$ cat src/design/spindle_warning_map.svh
// Register offsets, field layouts, codes and timing for the spindle warning reporter
`ifndef SPINDLE_WARNING_MAP_SVH
`define SPINDLE_WARNING_MAP_SVH

// Register byte offsets
`define OFF_CODE_LOW 8'h00
`define OFF_CODE_HIGH 8'h04
`define OFF_DIAG_SP1 8'h08
`define OFF_DIAG_SP2 8'h0C
`define OFF_DIAG_SP3 8'h10
`define OFF_DIAG_SP4 8'h14
`define OFF_CONFIG 8'h18
`define OFF_IRQ_STATUS 8'h1C
`define OFF_IRQ_CLEAR 8'h20
`define OFF_IRQ_ENABLE 8'h24
`define OFF_ALARM 8'h28

// Config register fields
`define CFG_PRESENT_LSB 0
`define CFG_OLDER_LSB 4
`define CFG_RESISTOR_LSB 8
`define CFG_RESET 12'h000

// Interrupt status fields
`define IRQ_CODE_CHANGE_BIT 0
`define IRQ_ALARM_LSB 1
`define IRQ_RESET 5'h00

// Warning numbers
`define WCODE_NONE 9'h000
`define WCODE_INT_FAN 9'd56
`define WCODE_RAD_FAN 9'd88
`define WCODE_OPEN_PHASE 9'd4
`define WCODE_CONV_OVERLOAD 9'd58
`define WCODE_CONV_FAN 9'd59
`define WCODE_CONV_RAD_FAN 9'd113

// Timing
`define CLK_PERIOD_NS 10
`define SCAN_TICK_NS 1000000
`define ALARM_LONG_S 60
`define ALARM_SHORT_S 5
`define TICKS_PER_S 1000

`endif

$ cat src/design/spindle_warning_pkg.sv
// Types for the spindle warning reporter
`include "spindle_warning_map.svh"

package spindle_warning_pkg;

   typedef logic [8:0] wcode_t;

   typedef struct packed {
      logic [31:0] sync1;
      logic [31:0] sync2;
      logic [16:0] div;
      logic tick;
      logic [11:0] cfg;
      wcode_t wcode;
      logic [3:0][8:0] diag;
      logic [3:0][15:0] tmr;
      logic [3:0] alarm;
      logic [4:0] irq_st;
      logic [4:0] irq_en;
      logic irq;
      logic [31:0] rdata;
   } state_t;

endpackage

$ cat src/design/spindle_warning_reporter.sv
// Spindle warning reporter: per-spindle warning codes, priority select, alarm timers
//
// Contract
// - Code bits one to eight on low byte bits 0..7, bit nine on high byte bit 0.
// - A warning qualifying spindle shows its nine-bit warning number on the code outputs.
// - Several spindles warning: the lowest axis number wins.
// - No qualifying spindle, or any older spindle configured: reporting off for all.
// - Internal fan stop reports 56, keeps running, alarm about one minute later.
// - Radiator fan stop reports 88, alarm only when main circuit overheats.
// - Open phase reports 04, alarm after one minute, or five seconds for resistor supply.
// - Converter overload reports 58, alarm about one minute later.
// - Converter fan stop reports 59, alarm about one minute later.
// - Converter radiator fan stop reports 113, alarm only on converter overheat.
// - Per-spindle diagnostic status holds the current code, zero when none.
//
// Implementation choices: the address-and-strobe port and the address map.

`include "spindle_warning_map.svh"
`timescale 1ns/1ps
`default_nettype none

module spindle_warning_reporter #(
   parameter int TICK_CYCLES = `SCAN_TICK_NS / `CLK_PERIOD_NS,
   parameter int LONG_TICKS = `ALARM_LONG_S * `TICKS_PER_S,
   parameter int SHORT_TICKS = `ALARM_SHORT_S * `TICKS_PER_S
) (
   // Clock and reset
   input wire logic clk_in,
   input wire logic rstn_in,
   // Register port
   input wire logic [7:0] addr_in,
   input wire logic [31:0] wr_data_in,
   input wire logic wr_en_in,
   input wire logic rd_en_in,
   output logic [31:0] rd_data_out,
   // Amplifier and supply conditions, one bit per spindle
   input wire logic [3:0] int_fan_stop_in,
   input wire logic [3:0] rad_fan_stop_in,
   input wire logic [3:0] open_phase_in,
   input wire logic [3:0] conv_overload_in,
   input wire logic [3:0] conv_fan_stop_in,
   input wire logic [3:0] conv_rad_fan_stop_in,
   input wire logic [3:0] main_overheat_in,
   input wire logic [3:0] conv_overheat_in,
   // Signal bytes to the logic controller
   output logic [7:0] warn_code_low_out,
   output logic [7:0] warn_code_high_out,
   // Alarms and interrupt
   output logic [3:0] alarm_out,
   output logic irq_out
);
   import spindle_warning_pkg::*;

   state_t q;
   state_t d;

   // Synchronised condition bits, spindle index within each kind
   logic [3:0] int_fan;
   logic [3:0] rad_fan;
   logic [3:0] open_ph;
   logic [3:0] overload;
   logic [3:0] conv_fan;
   logic [3:0] conv_rad;
   logic [3:0] main_hot;
   logic [3:0] conv_hot;

   assign int_fan = q.sync2[3:0];
   assign rad_fan = q.sync2[7:4];
   assign open_ph = q.sync2[11:8];
   assign overload = q.sync2[15:12];
   assign conv_fan = q.sync2[19:16];
   assign conv_rad = q.sync2[23:20];
   assign main_hot = q.sync2[27:24];
   assign conv_hot = q.sync2[31:28];

   logic [3:0] present;
   logic [3:0] older;
   logic [3:0] resistor;
   logic [3:0] qualify;
   logic enable;

   assign present = q.cfg[`CFG_PRESENT_LSB +: 4];
   assign older = q.cfg[`CFG_OLDER_LSB +: 4];
   assign resistor = q.cfg[`CFG_RESISTOR_LSB +: 4];
   assign qualify = present & ~older;
   assign enable = (qualify != 4'h0) && ((present & older) == 4'h0);

   // Per-spindle warning code, timed flag and alarm limit
   wcode_t code_w [4];
   logic [3:0] timed_w;
   logic [3:0] hot_alarm_w;
   logic [15:0] limit_w [4];

   genvar gi;
   generate
      for (gi = 0; gi < 4; gi++) begin : g_spindle
         always_comb begin
            code_w[gi] = `WCODE_NONE;
            if (open_ph[gi]) begin
               code_w[gi] = `WCODE_OPEN_PHASE;
            end else if (overload[gi]) begin
               code_w[gi] = `WCODE_CONV_OVERLOAD;
            end else if (conv_fan[gi]) begin
               code_w[gi] = `WCODE_CONV_FAN;
            end else if (conv_rad[gi]) begin
               code_w[gi] = `WCODE_CONV_RAD_FAN;
            end else if (int_fan[gi]) begin
               code_w[gi] = `WCODE_INT_FAN;
            end else if (rad_fan[gi]) begin
               code_w[gi] = `WCODE_RAD_FAN;
            end
         end
         // Warnings that escalate on elapsed time
         assign timed_w[gi] = open_ph[gi] | overload[gi] | conv_fan[gi] | int_fan[gi];
         // Fan warnings that escalate only on overheat
         assign hot_alarm_w[gi] = (rad_fan[gi] & main_hot[gi]) |
                                  (conv_rad[gi] & conv_hot[gi]);
         assign limit_w[gi] = (open_ph[gi] && resistor[gi]) ?
                              16'(SHORT_TICKS) : 16'(LONG_TICKS);
      end
   endgenerate

   always_comb begin
      wcode_t sel;
      logic [3:0] alarm_set;
      logic [4:0] irq_set;
      sel = `WCODE_NONE;
      alarm_set = 4'h0;
      irq_set = 5'h00;
      d = q;

      // Two-stage synchroniser on all condition pins
      d.sync1 = {conv_overheat_in, main_overheat_in, conv_rad_fan_stop_in,
                 conv_fan_stop_in, conv_overload_in, open_phase_in,
                 rad_fan_stop_in, int_fan_stop_in};
      d.sync2 = q.sync1;

      // Scan tick divider
      d.tick = 1'b0;
      if (q.div == 17'(TICK_CYCLES - 1)) begin
         d.div = 17'h00000;
         d.tick = 1'b1;
      end else begin
         d.div = q.div + 17'h00001;
      end

      // Lowest axis number wins
      for (int i = 3; i >= 0; i--) begin
         if (qualify[i] && code_w[i] != `WCODE_NONE) begin
            sel = code_w[i];
         end
      end
      if (!enable) begin
         sel = `WCODE_NONE;
      end
      if (q.tick) begin
         d.wcode = sel;
      end
      if (d.wcode != q.wcode) begin
         irq_set[`IRQ_CODE_CHANGE_BIT] = 1'b1;
      end

      for (int i = 0; i < 4; i++) begin
         // Diagnostic status per spindle
         d.diag[i] = (enable && qualify[i]) ? code_w[i] : `WCODE_NONE;
         // Alarm timers count scan ticks while a timed warning lasts
         if (enable && qualify[i] && timed_w[i]) begin
            if (q.tick && q.tmr[i] < limit_w[i]) begin
               d.tmr[i] = q.tmr[i] + 16'h0001;
            end
            if (q.tmr[i] >= limit_w[i]) begin
               alarm_set[i] = 1'b1;
            end
         end else begin
            d.tmr[i] = 16'h0000;
         end
         if (enable && qualify[i] && hot_alarm_w[i]) begin
            alarm_set[i] = 1'b1;
         end
      end
      irq_set[`IRQ_ALARM_LSB +: 4] = alarm_set & ~q.alarm;

      // Register writes; hardware set wins over software clear
      if (wr_en_in && addr_in == `OFF_CONFIG) begin
         d.cfg = wr_data_in[11:0];
      end
      if (wr_en_in && addr_in == `OFF_IRQ_ENABLE) begin
         d.irq_en = wr_data_in[4:0];
      end
      if (wr_en_in && addr_in == `OFF_IRQ_CLEAR) begin
         d.irq_st = (q.irq_st & ~wr_data_in[4:0]) | irq_set;
      end else begin
         d.irq_st = q.irq_st | irq_set;
      end
      if (wr_en_in && addr_in == `OFF_ALARM) begin
         d.alarm = (q.alarm & ~wr_data_in[3:0]) | alarm_set;
      end else begin
         d.alarm = q.alarm | alarm_set;
      end
      d.irq = (d.irq_st & d.irq_en) != 5'h00;

      // Read data for one cycle only
      d.rdata = 32'h00000000;
      if (rd_en_in) begin
         if (addr_in == `OFF_CODE_LOW) begin
            d.rdata = {24'h000000, q.wcode[7:0]};
         end else if (addr_in == `OFF_CODE_HIGH) begin
            d.rdata = {31'h00000000, q.wcode[8]};
         end else if (addr_in == `OFF_DIAG_SP1) begin
            d.rdata = {23'h000000, q.diag[0]};
         end else if (addr_in == `OFF_DIAG_SP2) begin
            d.rdata = {23'h000000, q.diag[1]};
         end else if (addr_in == `OFF_DIAG_SP3) begin
            d.rdata = {23'h000000, q.diag[2]};
         end else if (addr_in == `OFF_DIAG_SP4) begin
            d.rdata = {23'h000000, q.diag[3]};
         end else if (addr_in == `OFF_CONFIG) begin
            d.rdata = {20'h00000, q.cfg};
         end else if (addr_in == `OFF_IRQ_STATUS) begin
            d.rdata = {27'h0000000, q.irq_st};
         end else if (addr_in == `OFF_IRQ_ENABLE) begin
            d.rdata = {27'h0000000, q.irq_en};
         end else if (addr_in == `OFF_ALARM) begin
            d.rdata = {28'h0000000, q.alarm};
         end
      end

      if (!rstn_in) begin
         d = '0;
         d.cfg = `CFG_RESET;
         d.irq_st = `IRQ_RESET;
         d.wcode = `WCODE_NONE;
      end
   end

   always_ff @(posedge clk_in) begin
      q <= d;
   end

   // Outputs straight from state
   assign warn_code_low_out = q.wcode[7:0];
   assign warn_code_high_out = {7'h00, q.wcode[8]};
   assign alarm_out = q.alarm;
   assign irq_out = q.irq;
   assign rd_data_out = q.rdata;

endmodule // spindle_warning_reporter

`default_nettype wire

$ cat config.mk
export PLATFORM = sky130hd
export DESIGN_NAME = spindle_warning_reporter
export DESIGN_NICKNAME = d
export VERILOG_FILES = /design/src/design/spindle_warning_pkg.sv /design/src/design/spindle_warning_reporter.sv
export VERILOG_INCLUDE_DIRS = /design/src /design/src/design
export SDC_FILE = /design/constraint.sdc
export NUM_CORES = 1
export LEC_CHECK = 0
export ABC_AREA = 1
export BUFFER_PORTS_ARGS = -buffer_cell sky130_fd_sc_hd__clkbuf_2
export CAP_MARGIN = 20
export CORE_ASPECT_RATIO = 0.9
export CORE_MARGIN = 4
export CORE_UTILIZATION = 53
export DETAILED_ROUTE_END_ITERATION = 10
export GPL_ROUTABILITY_DRIVEN = 1
export PLACE_DENSITY = 0.75
export SETUP_SLACK_MARGIN = 0.4
export SYNTH_ARGS = -nofsm -noshare
export SYNTH_HDL_FRONTEND = slang
export SYNTH_SLANG_ARGS = --single-unit
$ cat constraint.sdc
create_clock -name clk_in -period 2.3 [get_ports clk_in]
set_input_delay 0.23 -clock clk_in [delete_from_list [all_inputs] [get_ports clk_in]]
set_output_delay 0.23 -clock clk_in [all_outputs]
set_load 0.01 [all_outputs]
# Yosys cells after proc, flatten, opt, wreduce, memory -nomap -nowiden

Index checks and enable logic that the tools add are counted.

Flip-flop bits (word level): 250
Output and inout port bits: 53
Logic and storage cells: 198

Add/subtract/negate cells: 5
Order comparisons: 8
Equality and inequality tests: 12
Muxes and demuxes: 61
Bitwise logic cells: 40
Reduce and logical (&&, ||, !) cells: 50

Operator list:

| kind                                                                  | count |
|---|---|
| 7-bit two-way mux                                                     | 24 |
| 9-bit two-way mux                                                     | 10 |
| 16-bit by 1-bit adder with 16-bit output, second input constant       | 4 |
| 16-bit greater-or-equal comparator                                    | 4 |
| 16-bit less-than comparator                                           | 4 |
| 16-bit two-way mux                                                    | 4 |
| 9-bit nonzero test                                                    | 4 |
| 8-bit by 5-bit equality test with 1-bit output, second input constant | 4 |
| 1-bit logical AND                                                     | 29 |
| 8-bit by 6-bit equality test with 1-bit output, second input constant | 3 |
| 5-bit two-way mux                                                     | 4 |
| 2-bit AND reduction                                                   | 9 |
| 17-bit by 1-bit adder with 17-bit output, second input constant       | 1 |
| 17-bit equality test, second input constant                           | 1 |
| 4-bit AND                                                             | 4 |
| 8-bit by 4-bit equality test with 1-bit output, second input constant | 2 |
| 8-bit two-way mux                                                     | 2 |
| 1-bit OR                                                              | 16 |
| 1-bit two-way mux                                                     | 14 |
| 12-bit two-way mux                                                    | 1 |
| 4-bit NOT                                                             | 3 |
| 11-bit OR reduction                                                   | 1 |
| 5-bit AND                                                             | 2 |
| 5-bit OR                                                              | 2 |
| 14 further kinds                                                      | 24 |

# Longest topological paths before layout

Word-level depth: 20
Depth in mapped cells: 18
Gate-level depth less buffers: 18

# Worst setup path after synthesis

Ideal clock, no wire load.

Path kind: register -> register
Start: register q, in the netlist open_ph[1]
End: register q[75] in the netlist's numbering
Arrival time: 2.131 ns
Required time: 2.185 ns
Setup slack: 0.054 ns
Stages on the path, launching flop included: 18
Path buffers: 0
Period minus slack after synthesis: 2.246 ns
Cells stage by stage: dfxtp_1 -> nand2_1 -> inv_1 -> ha_1 -> nand2_1 -> inv_1 -> o21ai_1 -> nand2_1 -> nor2_2 -> nand3_2 -> inv_2 -> nand2_1 -> nor2_1 -> nand2_1 -> nor2_1 -> nand2_1 -> o21ai_1 -> nor2_1

Longest elaborated chain between the ends: 5

Ends and longest elaborated chain:

| element                                                                             | line                            | text |
|---|---|---|
| from (decl)                                                                         | spindle_warning_reporter.sv:54  | `state_t q;` |
| from (signal assigned)                                                              | spindle_warning_reporter.sv:237 | `q <= d;` |
| parallel branches: the longest is 5 deep, another holds 16-bit less-than comparator | -                               |  |

Several ways; the timed one is not identified.
A chain may end at the register's enable or synchronous reset.

# Worst setup path in the final report

Start: register q, in the netlist open_ph[3]
End: register q[99] in the netlist's numbering

The elaborated chain is that of the path after synthesis.

==> flow_summary.ini <==
[placed_design]
place_hpwl_um = 19700
post_dp_cell_area_sq_um = 11900
finalWeightedCongestion = 0.938
placement.io_buffers = 81

[grt]
grt_pass1_wl_um = 45600
grt_max_degree = 65
grt_pass1_vias = 9595
grtUsageTotal_pct = 23.0
gr-total-overflow = 0
antenna_found_initial = 0

[clock_tree]
clock-sinks = 222
clk_latency_ps = 530
ctsRootBufferMaster = clkbuf_16
clock_path_buffers = 3
cts_inserted_buffers = 24
clk_pin_slew_ps = 60
htreeDepth = 1
cts_tree = done

[setup_path]
slowest_delay_ps = 400
rrSetupSlack_ps = 70
cp_max_fo = 7
r2r_cells = 13
critical_path_class = flop to flop
timing.rr.start = open_ph[3]
cp.buffers_inverters = 3
crit_slowest_cell = dfxtp_4
end_kind = flop
timing.rr.end = q[99]
path_cells = nand2_8 -> inv_12 -> ha_4 -> a21oi_2 -> o21ai_2 -> o21ai_2 -> nand3_4 -> buf_6 -> buf_6 -> nor3_4 -> nand2_2 -> o21ai_2 -> a21oi_2
crit_path_start_kind = flop
cp_common_cell = o21ai_2
cp_top_family = compound AO/OA/AOI/OAI gates
critical_path_arrival_ps = 2660
crit_required_ps = 2720

[power]
total_leakage_power_nw = 6.68
total_power_mw = 8.20
seq_power_share_pct = 48.0
p_clk_share_pct = 47.3
swShare_pct = 22.6
p_switching_mw = 1.86
combPwrFrac_pct = 4.7
internal_power_mw = 6.34
peakVddDrop_v = 0.000478
power_density_nw_per_um2 = 552

[sta]
tightest_slew_ps = 764
relSlewSlack_pct = 48.6
fmax_mhz = 448
skew_ps = 15.1
fin_crit_ps = 2230
rsz0062_at_grt = true
drv_slew = 0
fin_crit_sh_pct = 97.1
hold_viol_final = 0
setup_violations = 0

[detailed_routing]
highest_layer = met4
first_pass_iters = 6
wirelength_um = 30400
met3_length_um = 1690
ant_nets = 0
num_vias = 10505
dr_wl_met2_um = 14600
drtIter0Drc = 792
via_per_inst = 5.22
drt-wirelength-per-cell_um = 15.1
drt-met1-wl_um = 13200
drc = 0

[cells_and_area]
layout-drive-gt1-share_pct = 29.3
seqCellArea_sq_um = 4480
layout_commonest_cell = nand2_1
final_cell_mix = nand2_1 (281), inv_1 (233), dfxtp_1 (208)
multi_input_area_sq_um = 6610
fillers = 1467
fin_area_sq_um = 14900
syn_to_final_growth_pct = 34.1
final_net_count = 1865
diodes = 0

[die]
io_pins = 129
die_h_um = 145
coreArea_sq_um = 20200
fp.dieW_um = 160
start_util_pct = 54.7
rows = 49
dieArea_sq_um = 23300

[yosys]
yosysWarnings = 0
yosys.area_share.simple_pct = 28.5
seq_area_frac_synth_pct = 40.1
synth_edf_count = 0
muxShareOfSynthArea_pct = 0
synth.distinct_cells = 48
synth-seq-cells = 222
synth_compound_area_share_pct = 11.6
ys.flop_type = dfxtp_1
synth_adder_area_share_pct = 5.53
synthArstFlopShare_pct = 0
postSynthCellCount = 1555
synth_xor_area_share_pct = 0.870
synth_top_family_by_area = simple AND/OR/NAND/NOR gates
avgSynthCellArea_sq_um = 7.12
syn-cell-area_sq_um = 11100

[min_path]
hold-path-endpoint = q[166]
hp-start = wr_data_in[10]
min_path_type = input port to flop
whs_path_depth = 3

[status]
status = finished clean

[run]
cap_violations = 0
-- cell type report --
cell class	instances	area share, %
Tap cell	255	2.15
Timing Repair Buffer	202	10.4
Sequential cell	222	30.2
Inverter	271	7.36
Multi-Input combinational cell	1019	44.5
Clock inverter	7	0.522
Clock buffer	35	4.87
-- state kept, by name, indices dropped and copies added, names as in the netlist, 4 cells and up --
name               flops
q                    160
rd_data_out           12
warn_code_low_out      8
alarm_out              4
conv_fan               4
conv_hot               4
conv_rad               4
int_fan                4
main_hot               4
older                  4
open_ph                4
overload               4
present                4
-- cells by family after synthesis --
group / after synthesis
AOI/OAI and AO/OA: 242
buffers and inverters: 340
xor gates and xnor gates: 11
DFF: 222
adders and majority gates: 49
other: 1
and+or+nand+nor: 690
-- worst reg2reg max path, stage by stage (launching register included) --
cell and delay [ps]:
dfxtp_4 400, nand2_8 100, inv_12 110, ha_4 210
a21oi_2 130, o21ai_2 70, o21ai_2 190, nand3_4 140
buf_6 160, buf_6 120, nor3_4 210, nand2_2 100
o21ai_2 150, a21oi_2 40
-- repair_timing --
item	CTS	global route
setup endpoints to repair	64	80
endpoints found under the hold margin	35	0
resized for setup	100	243
hold buffers	35	0
pin swaps	49	101
buffers inserted	42	21
-- cells in the mapped netlist, types with 5 or more instances --
| library cell | n | area [sq um] |
|---|---|---|
| nand2_2 | 6 | 37.5 |
| dfxtp_1 | 222 | 4440 |
| nor3_1 | 47 | 235 |
| o21ai_0 | 70 | 350 |
| nand3_1 | 83 | 415 |
| o21ai_1 | 18 | 90.1 |
| nor4_1 | 7 | 43.8 |
| a21oi_1 | 128 | 641 |
| nand3b_1 | 5 | 37.5 |
| nor3_2 | 11 | 110 |
| nand4_1 | 28 | 175 |
| nor2_4 | 6 | 67.6 |
| buf_4 | 52 | 390 |
| ha_1 | 49 | 613 |
| inv_1 | 249 | 935 |
| clkbuf_1 | 14 | 52.6 |
| xor2_1 | 7 | 61.3 |
| nand2_1 | 329 | 1230 |
| o211ai_1 | 5 | 37.5 |
| o22ai_1 | 5 | 31.3 |
| nor2_1 | 141 | 529 |
| inv_2 | 18 | 67.6 |
-- per-layer routing --
| layer | GRT usage, % | vias to the layer above |
|---|---|---|
| li1 | - | 5277 |
| met1 | 30.7 | 4812 |
| met2 | 38.0 | 343 |
| met3 | 3.77 | 73 |
| met4 | 7.61 | 0 |
| met5 | 0 | - |
-- metrics by stage --
step	cells	TNS (ps)	utilization [%]	worst slack, ps	hold WS, ps
6_report	2011	0	73.4	65.8	21.3
5_1_grt	2011	-311	73.4	-82.9	23.7
4_1_cts	1990	0	68.0	119	14.9
3_5_place_dp	1871	0	59.0	69.9	397
3_3_place_gp	1871	0	59.0	118	392
2_1_floorplan	1581	0	-	260	328
-- power by group through the flow --
| stage | sequential (mW) | combinational (mW) | clock, mW |
|---|---|---|---|
| 6_report | 3.94 | 0.387 | 3.88 |
| 5_1_grt | 3.94 | 0.430 | 4.08 |
| 4_1_cts | 3.93 | 0.360 | 3.92 |
| 3_5_place_dp | 4.02 | 0.301 | 0 |
| 3_3_place_gp | 4.02 | 0.296 | 0 |
| 2_1_floorplan | 4.01 | 0.231 | 0 |
-- worst max path at each step --
stage	endpoint	startpoint	cells past startpoint
after CTS	q[90]	open_ph[2]	16
after detailed placement	q[75]	open_ph[1]	17
after floorplan	q[75]	open_ph[1]	17
final	q[99]	open_ph[3]	13
after global routing	q[75]	open_ph[1]	17
after global placement	q[58]	open_ph[0]	15
Note: power is estimated with default switching activity, not from simulation.
